--- src/verilog/spirq_map.svh ---
// Register offsets, field positions, reset values and timing counts of the
// serial port interrupt logic. Definitions only; included by bare name.
//
// Functional notes
// - Five outputs: rx service, tx service, overrun, timeout, and combined.
// - A mask bit of one enables its request; zero suppresses it.
// - Raw and masked status are readable in separate registers.
// - Rx service request high while rx FIFO holds four or more entries.
// - Tx service request high while tx FIFO holds four or fewer entries.
// - Tx service request ignores the port enable signal.
// - Overrun asserts when a frame completes while rx FIFO is full.
// - On overrun the shift register takes the frame; FIFO stays unchanged.
// - Timeout asserts when rx FIFO non-empty and idle for 32 bit times.
// - Timeout drops when rx FIFO empties or new serial input arrives.
// - Writing one to the timeout clear bit is overridden while the idle timer stays expired, so the timeout request stays set.
// - Combined request is the OR of the four masked requests.
// - FIFO dataflow requests stay separate outputs from status requests.
`ifndef SPIRQ_MAP_SVH
`define SPIRQ_MAP_SVH

// Byte offsets of the registers
`define SPIRQ_MASK_OFS 12'h014
`define SPIRQ_RAW_OFS 12'h018
`define SPIRQ_MIS_OFS 12'h01C
`define SPIRQ_CLR_OFS 12'h020

// Field positions shared by mask, raw, masked and clear registers
`define SPIRQ_BIT_OVR 0
`define SPIRQ_BIT_TMO 1
`define SPIRQ_BIT_RX 2
`define SPIRQ_BIT_TX 3

// Reset values and levels
`define SPIRQ_MASK_RST 4'h0
`define SPIRQ_RX_LEVEL 4
`define SPIRQ_TX_LEVEL 4
`define SPIRQ_IDLE_BITS 32

`endif

--- src/verilog/spirq_pkg.sv ---
// Types of the serial port interrupt logic.
// Assumes the map header supplies the numeric constants.
package spirq_pkg;
  // One bit per source: tx, rx, timeout, overrun
  typedef struct packed {
    logic tx;
    logic rx;
    logic tmo;
    logic ovr;
  } spirq_src_type;

  // Data-phase states of the bus slave
  typedef enum logic [1:0] {
    ST_IDLE,
    ST_READ,
    ST_WRITE
  } spirq_bus_state_type;

  // Latched address phase
  typedef struct packed {
    logic [11:0] addr;
    logic write;
  } spirq_aphase_type;
endpackage

--- src/verilog/spirq_sync.sv ---
// Two flip-flop synchroniser for a level from outside the clock domain.
// Assumes rst_n is already synchronous to clk.
module spirq_sync (
  input wire logic clk, // Core clock
  input wire logic rst_n, // Synchronised reset
  input wire logic d_in, // Asynchronous level
  output logic q_out // Synchronised level
);
  logic meta_reg;

  // First stage read only by the second
  always_ff @(posedge clk or negedge rst_n)
  begin
    if (!rst_n)
    begin
      meta_reg <= 1'b0;
      q_out <= 1'b0;
    end
    else
    begin
      meta_reg <= d_in;
      q_out <= meta_reg;
    end
  end
endmodule // spirq_sync

--- src/verilog/spirq_idle.sv ---
// Idle timer: counts bit ticks since the last serial input change.
// Assumes bit_tick is a one-cycle pulse per bit time from the port.
`include "spirq_map.svh"
module spirq_idle #(
  parameter int IDLE_BITS = `SPIRQ_IDLE_BITS
) (
  input wire logic clk, // Core clock
  input wire logic rst_n, // Synchronised reset
  input wire logic bit_tick, // One pulse per bit time
  input wire logic activity, // Serial input changed
  output logic idle_done // Idle for IDLE_BITS bit times
);
  localparam int CW = $clog2(IDLE_BITS + 1);
  localparam logic [CW-1:0] LIMIT = CW'(IDLE_BITS);
  logic [CW-1:0] cnt_reg;

  // Count saturates; any activity restarts the period
  always_ff @(posedge clk or negedge rst_n)
  begin
    if (!rst_n)
      cnt_reg <= '0;
    else if (activity)
      cnt_reg <= '0;
    else if (bit_tick && cnt_reg != LIMIT)
      cnt_reg <= cnt_reg + 1'b1;
  end

  assign idle_done = (cnt_reg == LIMIT);
endmodule // spirq_idle

--- src/verilog/spirq_top.sv ---
// Interrupt logic of a synchronous serial port with an AHB-Lite slave.
// Assumes FIFO levels, frame events and bit ticks come from the port core.
//
// The implementer's own choices: register access over AHB-Lite and the placing of the registers.
`include "spirq_map.svh"
module spirq_top #(
  parameter int FIFO_DEPTH = 8,
  parameter int LVL_W = 4
) (
  input wire logic core_clk, // 50 MHz clock
  input wire logic arst_n, // Async reset, active low
  input wire logic hsel, // Slave select
  input wire logic [31:0] haddr, // Byte address
  input wire logic [1:0] htrans, // Transfer type
  input wire logic hwrite, // Write when high
  input wire logic [2:0] hsize, // Transfer size
  input wire logic [31:0] hwdata, // Write data
  input wire logic hready, // Bus ready
  output logic [31:0] hrdata, // Read data
  output logic hreadyout, // Slave ready
  output logic hresp, // Always OKAY
  input wire logic [LVL_W-1:0] rx_level, // Rx FIFO fill count
  input wire logic [LVL_W-1:0] tx_level, // Tx FIFO fill count
  input wire logic rx_frame_done, // Frame completed, one pulse
  input wire logic bit_tick, // One pulse per bit time
  input wire logic serial_rx_in, // Serial receive pin
  output logic rx_shift_load, // Shift register takes frame
  output logic rx_fifo_push, // Frame goes into rx FIFO
  output logic rx_service_irq, // Masked rx service
  output logic tx_service_irq, // Masked tx service
  output logic rx_overrun_irq, // Masked overrun
  output logic rx_timeout_irq, // Masked timeout
  output logic combined_irq // OR of masked requests
);
  localparam logic [LVL_W-1:0] RX_LVL = LVL_W'(`SPIRQ_RX_LEVEL);
  localparam logic [LVL_W-1:0] TX_LVL = LVL_W'(`SPIRQ_TX_LEVEL);
  localparam logic [LVL_W-1:0] FULL_LVL = LVL_W'(FIFO_DEPTH);

  // Whole state of the module apart from the reset synchroniser flops and the sub-modules
  typedef struct packed {
    spirq_pkg::spirq_bus_state_type bst;
    spirq_pkg::spirq_aphase_type ap;
    logic [3:0] mask;
    logic ovr;
    logic tmo;
    logic rxd_last;
    logic [31:0] rdata;
    logic [3:0] irq;
    logic comb;
    logic shift_load;
    logic push;
  } spirq_state_type;

  spirq_state_type s_reg;
  spirq_state_type s_next;
  logic rst_meta_reg;
  logic rst_sync_reg;
  logic rxd_sync;
  logic idle_done;
  logic activity;
  logic rx_nonempty;
  logic rx_full;
  spirq_pkg::spirq_src_type raw;
  logic [3:0] masked;

  // Reset release through two flops; assertion stays asynchronous
  always_ff @(posedge core_clk or negedge arst_n)
  begin
    if (!arst_n)
    begin
      rst_meta_reg <= 1'b0;
      rst_sync_reg <= 1'b0;
    end
    else
    begin
      rst_meta_reg <= 1'b1;
      rst_sync_reg <= rst_meta_reg;
    end
  end

  // Serial pin is asynchronous to the core clock
  spirq_sync u_rxd_sync (
    .clk(core_clk),
    .rst_n(rst_sync_reg),
    .d_in(serial_rx_in),
    .q_out(rxd_sync)
  );

  // New data on the line counts as activity
  assign activity = rxd_sync ^ s_reg.rxd_last;

  spirq_idle #(
    .IDLE_BITS(`SPIRQ_IDLE_BITS)
  ) u_idle (
    .clk(core_clk),
    .rst_n(rst_sync_reg),
    .bit_tick(bit_tick),
    .activity(activity),
    .idle_done(idle_done)
  );

  // Level-driven sources; tx ignores the port enable on purpose
  assign rx_nonempty = (rx_level != '0);
  assign rx_full = (rx_level >= FULL_LVL);
  always_comb
  begin
    raw.rx = (rx_level >= RX_LVL);
    raw.tx = (tx_level <= TX_LVL);
    raw.ovr = s_reg.ovr;
    raw.tmo = s_reg.tmo;
  end
  assign masked = raw & s_reg.mask;

  // Next-state logic: bus slave, sticky sources, registered outputs
  always_comb
  begin
    logic take;
    logic wr_mask;
    logic wr_clr;
    take = 1'b0;
    wr_mask = 1'b0;
    wr_clr = 1'b0;
    s_next = s_reg;
    s_next.rxd_last = rxd_sync;
    s_next.shift_load = rx_frame_done;
    s_next.push = rx_frame_done && !rx_full;
    // Data phase completes in the cycle after the address phase
    unique case (s_reg.bst)
      spirq_pkg::ST_IDLE:
        ;
      spirq_pkg::ST_READ:
        ;
      spirq_pkg::ST_WRITE:
      begin
        wr_mask = (s_reg.ap.addr == `SPIRQ_MASK_OFS);
        wr_clr = (s_reg.ap.addr == `SPIRQ_CLR_OFS);
      end
    endcase
    if (wr_mask)
      s_next.mask = hwdata[3:0];
    // Events win over a clear in the same cycle
    if (wr_clr && hwdata[`SPIRQ_BIT_OVR])
      s_next.ovr = 1'b0;
    if (rx_frame_done && rx_full)
      s_next.ovr = 1'b1;
    if (wr_clr && hwdata[`SPIRQ_BIT_TMO])
      s_next.tmo = 1'b0;
    if (!rx_nonempty || activity)
      s_next.tmo = 1'b0;
    else if (idle_done)
      s_next.tmo = 1'b1;
    // New address phase
    take = hsel && hready && htrans[1];
    s_next.bst = !take ? spirq_pkg::ST_IDLE
               : hwrite ? spirq_pkg::ST_WRITE : spirq_pkg::ST_READ;
    s_next.ap.addr = haddr[11:0];
    s_next.ap.write = hwrite;
    // Read data registered at the address phase; unmapped reads give zero
    s_next.rdata = 32'h0000_0000;
    if (take && !hwrite)
    begin
      unique case (haddr[11:0])
        `SPIRQ_MASK_OFS: s_next.rdata = {28'h000_0000, s_reg.mask};
        `SPIRQ_RAW_OFS: s_next.rdata = {28'h000_0000, raw};
        `SPIRQ_MIS_OFS: s_next.rdata = {28'h000_0000, masked};
        default: s_next.rdata = 32'h0000_0000;
      endcase
    end
    // Separate outputs per source plus combined
    s_next.irq = masked;
    s_next.comb = |masked;
  end

  // Single state register; mask cleared at reset
  always_ff @(posedge core_clk or negedge rst_sync_reg)
  begin
    if (!rst_sync_reg)
    begin
      s_reg <= '0;
      s_reg.mask <= `SPIRQ_MASK_RST;
    end
    else
      s_reg <= s_next;
  end

  // Outputs straight from flops; hreadyout and hresp tied to constants
  assign hrdata = s_reg.rdata;
  assign hreadyout = 1'b1; // Zero wait states
  assign hresp = 1'b0;
  assign rx_shift_load = s_reg.shift_load;
  assign rx_fifo_push = s_reg.push;
  assign rx_service_irq = s_reg.irq[`SPIRQ_BIT_RX];
  assign tx_service_irq = s_reg.irq[`SPIRQ_BIT_TX];
  assign rx_overrun_irq = s_reg.irq[`SPIRQ_BIT_OVR];
  assign rx_timeout_irq = s_reg.irq[`SPIRQ_BIT_TMO];
  assign combined_irq = s_reg.comb;
endmodule // spirq_top

--- config.mk ---
export PLATFORM = sky130hd
export DESIGN_NAME = spirq_top
export DESIGN_NICKNAME = d
export VERILOG_FILES = /design/src/verilog/spirq_pkg.sv /design/src/verilog/spirq_sync.sv /design/src/verilog/spirq_idle.sv /design/src/verilog/spirq_top.sv
export VERILOG_INCLUDE_DIRS = /design/src /design/src/verilog
export SDC_FILE = /design/constraint.sdc
export NUM_CORES = 1
export LEC_CHECK = 0
export BUFFER_PORTS_ARGS = -buffer_cell sky130_fd_sc_hd__buf_4
export CAP_MARGIN = 20
export CORE_MARGIN = 2
export CORE_UTILIZATION = 39
export DETAILED_ROUTE_END_ITERATION = 10
export GPL_ROUTABILITY_DRIVEN = 0
export PLACE_DENSITY = 0.76
export SYNTH_ARGS = -nofsm -noshare
export SYNTH_HDL_FRONTEND = slang
export SYNTH_HIERARCHICAL = 1
export SYNTH_SLANG_ARGS = --single-unit
export TNS_END_PERCENT = 20
--- constraint.sdc ---
create_clock -name core_clk -period 1.8 [get_ports core_clk]
set_input_delay 0.36 -clock core_clk [delete_from_list [all_inputs] [get_ports core_clk]]
set_output_delay 0.36 -clock core_clk [all_outputs]
set_load 0.02 [all_outputs]
==> results.toml <==
[clock_tree]
clk_pin_slew_ns = 0.08
cts-root-buf = "clkbuf_8"
clk_path_buf_depth = 2
htreeDepth = 2
numCtsBuffers = 5
clk_latency_ns = 0.29
cts.sinks = 42
cts_tree = "built"

[power]
power.switching_mw = 0.518
clkPwrFrac_pct = 30.6
combinationalPowerShare_pct = 16.9
p_sw_share_pct = 27.0
internal_power_mw = 1.40
sequentialPowerShare_pct = 52.5
power.leakage_nw = 1.14
ir_drop_uv = 382
powerDensity_nw_per_um2 = 843

[floorplan]
ios = 126
dieArea_um2 = 5410
design.core.area_um2 = 4690
die_h_um = 73.6
rows = 25
die_x_um = 73.6
initial_core_util_pct = 40.2

[cells_and_area]
area_growth_pct = 20.7
drive_above_1_share_pct = 31.3
antenna_cells = 0
finish.utilization_pct = 48.6
nNetsFinal = 297
largest_register_ffs = 19

[worst_setup_path]
cp_max_fo = 3
crit_chain = "or4_4 -> nor4_4 -> buf_4 -> mux2_4"
start_kind = "register"
cp_data_arrival_time_ns = 2.01
cp_slowest_cell = "or4_4"
path_buf_inv = 1
cp_data_required_time_ns = 1.98
endpoint_kind = "register"
max_stage_delay_ns = 0.56
path_class = "reg -> reg"
critical-path-top-delay-family = "simple AND/OR/NAND/NOR gates"

[global_route]
grt.total_usage_pct = 12.8
antenna_found_initial = 0
grt_pass1_vias = 1153
grt-ovfl-total = 0
grt_pass1_wl_um = 5150
grt_max_degree = 25

[routing]
wl_per_cell_um = 11.6
post_drt_via_cell_ratio = 4.56
drtIter0Drc = 54
dr.pass1.iters = 4
drt-total-wl_um = 3080
postRouteAntennaNets = 0
drc = 0
vias = 1209

[logic_synthesis]
synth.most_common_cell = "dfrtp_1"
netlist_area_um2 = 1890
yosysTopAreaCellShare_pct = 55.7
synth_common_cells = "dfrtp_1 (42), buf_4 (34), inv_1 (8)"
ys_types = 43
synthCells = 160
yosys.area.top_type = "dfrtp_1"
yosys_most_used_dff = "dfrtp_1"
yosysSeqAreaShare_pct = 55.7
synthArstFlopShare_pct = 100
yosys_warnings = 6
synth-seq-cells = 42
synth_enable_flop_cells = 0
synthTopCellsByArea = "dfrtp_1 (56%), buf_4 (14%), mux2_2 (2.4%)"
avgSynthCellArea_um2 = 11.8

[place]
hpwl_um = 2500
io_buffer_count = 43
dp_slack_ns = -0.0155

[run_status]
outcome = "complete, but fails checks"
violations = "negative setup slack"

[sta]
rsz0062_at_grt = "true"
period_share_pct = 101
hold_viol = 0
final-setup-viol-count = 3
period_minus_slack_ns = 1.82
worst_slack_ns = -0.0231
finalMaxSlewViolations = 0
skew_ns = 0.00780
max_freq_mhz = 549

[run]
max-cap-violations = 0

[min_path]
worstHoldPathType = "in -> reg"
## layout by cell type, fill, tap and decap left out, drive strengths merged, types with 2 or more instances in the layout
master / n
buf: 49
dfrtp: 42
conb: 31
inv: 8
nor2: 7
clkbuf: 6
nor3: 4
nor2b: 4
nor4: 4
mux2: 4
o21ai: 3
a21oi: 3
nand2: 3
or4: 3
or4b: 3
and2: 2
and4b: 2
o22ai: 2
a2111oi: 2
xor2: 2
or3: 2
nand3: 2
nand4: 2
ha: 2
clkinv: 2
nor3b: 2
## power groups by stage
stage | clock network [mW] | registers (mW) | logic [mW]
after floorplan | 0 | 1.04 | 0.237
after global placement | 0 | 1.02 | 0.317
after detailed placement | 0 | 1.03 | 0.323
after CTS | 0.607 | 1.01 | 0.324
after global routing | 0.653 | 1.01 | 0.364
final | 0.588 | 1.01 | 0.324
## kinds of logic after synthesis
kind of cell	after synthesis	synth area share, %
muxes	4	2.39
AOI/OAI and AO/OA	16	5.77
other	2	0.398
and+or+nand+nor	47	17.4
adders and majority gates	2	1.33
DFF	42	55.7
buffers and inverters	44	15.6
xor gates and xnor gates	3	1.39
## area by class of cell
cell class                 instances  area (µm²)
multi-input combinational        103         666
timing repair buffer              50         378
clock inverter                     2        13.8
clock buffer                       6        72.6
sequential                        42        1050
fill                             439        2410
inverter                           8        30.0
tap                               54        67.6
## path summary, 6_finish.rpt
kind,slack (ns),startpoint,cells after the start,end
setup / recovery,-0.02,s_reg[56]$_DFF_PN0_,4,s_reg[42]$_DFFE_PN0P_
hold / removal,0.17,haddr[6],1,s_reg[53]$_DFF_PN0_
min in group asynchronous,0.21,rst_sync_reg$_DFF_PN0_,1,s_reg[51]$_DFF_PN0_
max in group asynchronous,1.31,rst_sync_reg$_DFF_PN0_,1,raw[1]$_DFFE_PN0P_
setup reg to reg,-0.02,s_reg[56]$_DFF_PN0_,4,s_reg[42]$_DFFE_PN0P_
hold reg to reg,0.21,rst_sync_reg$_DFF_PN0_,1,s_reg[51]$_DFF_PN0_
## per-layer routing
metal	global-route usage, %	routed length, µm
met1	15.5	1280
met2	20.1	1480
met3	4.39	228
met4	6.67	89
met5	0	0
## metrics by stage
stage | hold slack [ns] | instance area, µm² | setup TNS [ns] | total power, mW | std cells
floorplan | 0.0644 | 2000 | 0 | 1.28 | 189
global placement | 0.144 | 2160 | -0.00355 | 1.34 | 255
detailed placement | 0.144 | 2160 | -0.0468 | 1.35 | 255
CTS | 0.163 | 2260 | -0.0591 | 1.94 | 264
global route | 0.154 | 2280 | -0.241 | 2.03 | 265
finish | 0.171 | 2280 | -0.0628 | 1.92 | 265
## what timing repair did
action / in CTS / in global routing
endpoints found under the setup margin: 4 / 4
cloned: 0 / 0
hold buffers: 1 / 0
pin swaps: 1 / 1
endpoints found under the hold margin: 2 / 0
buffers inserted: 0 / 1
resized for setup: 1 / 3
Power figures use the tool's default switching activity.
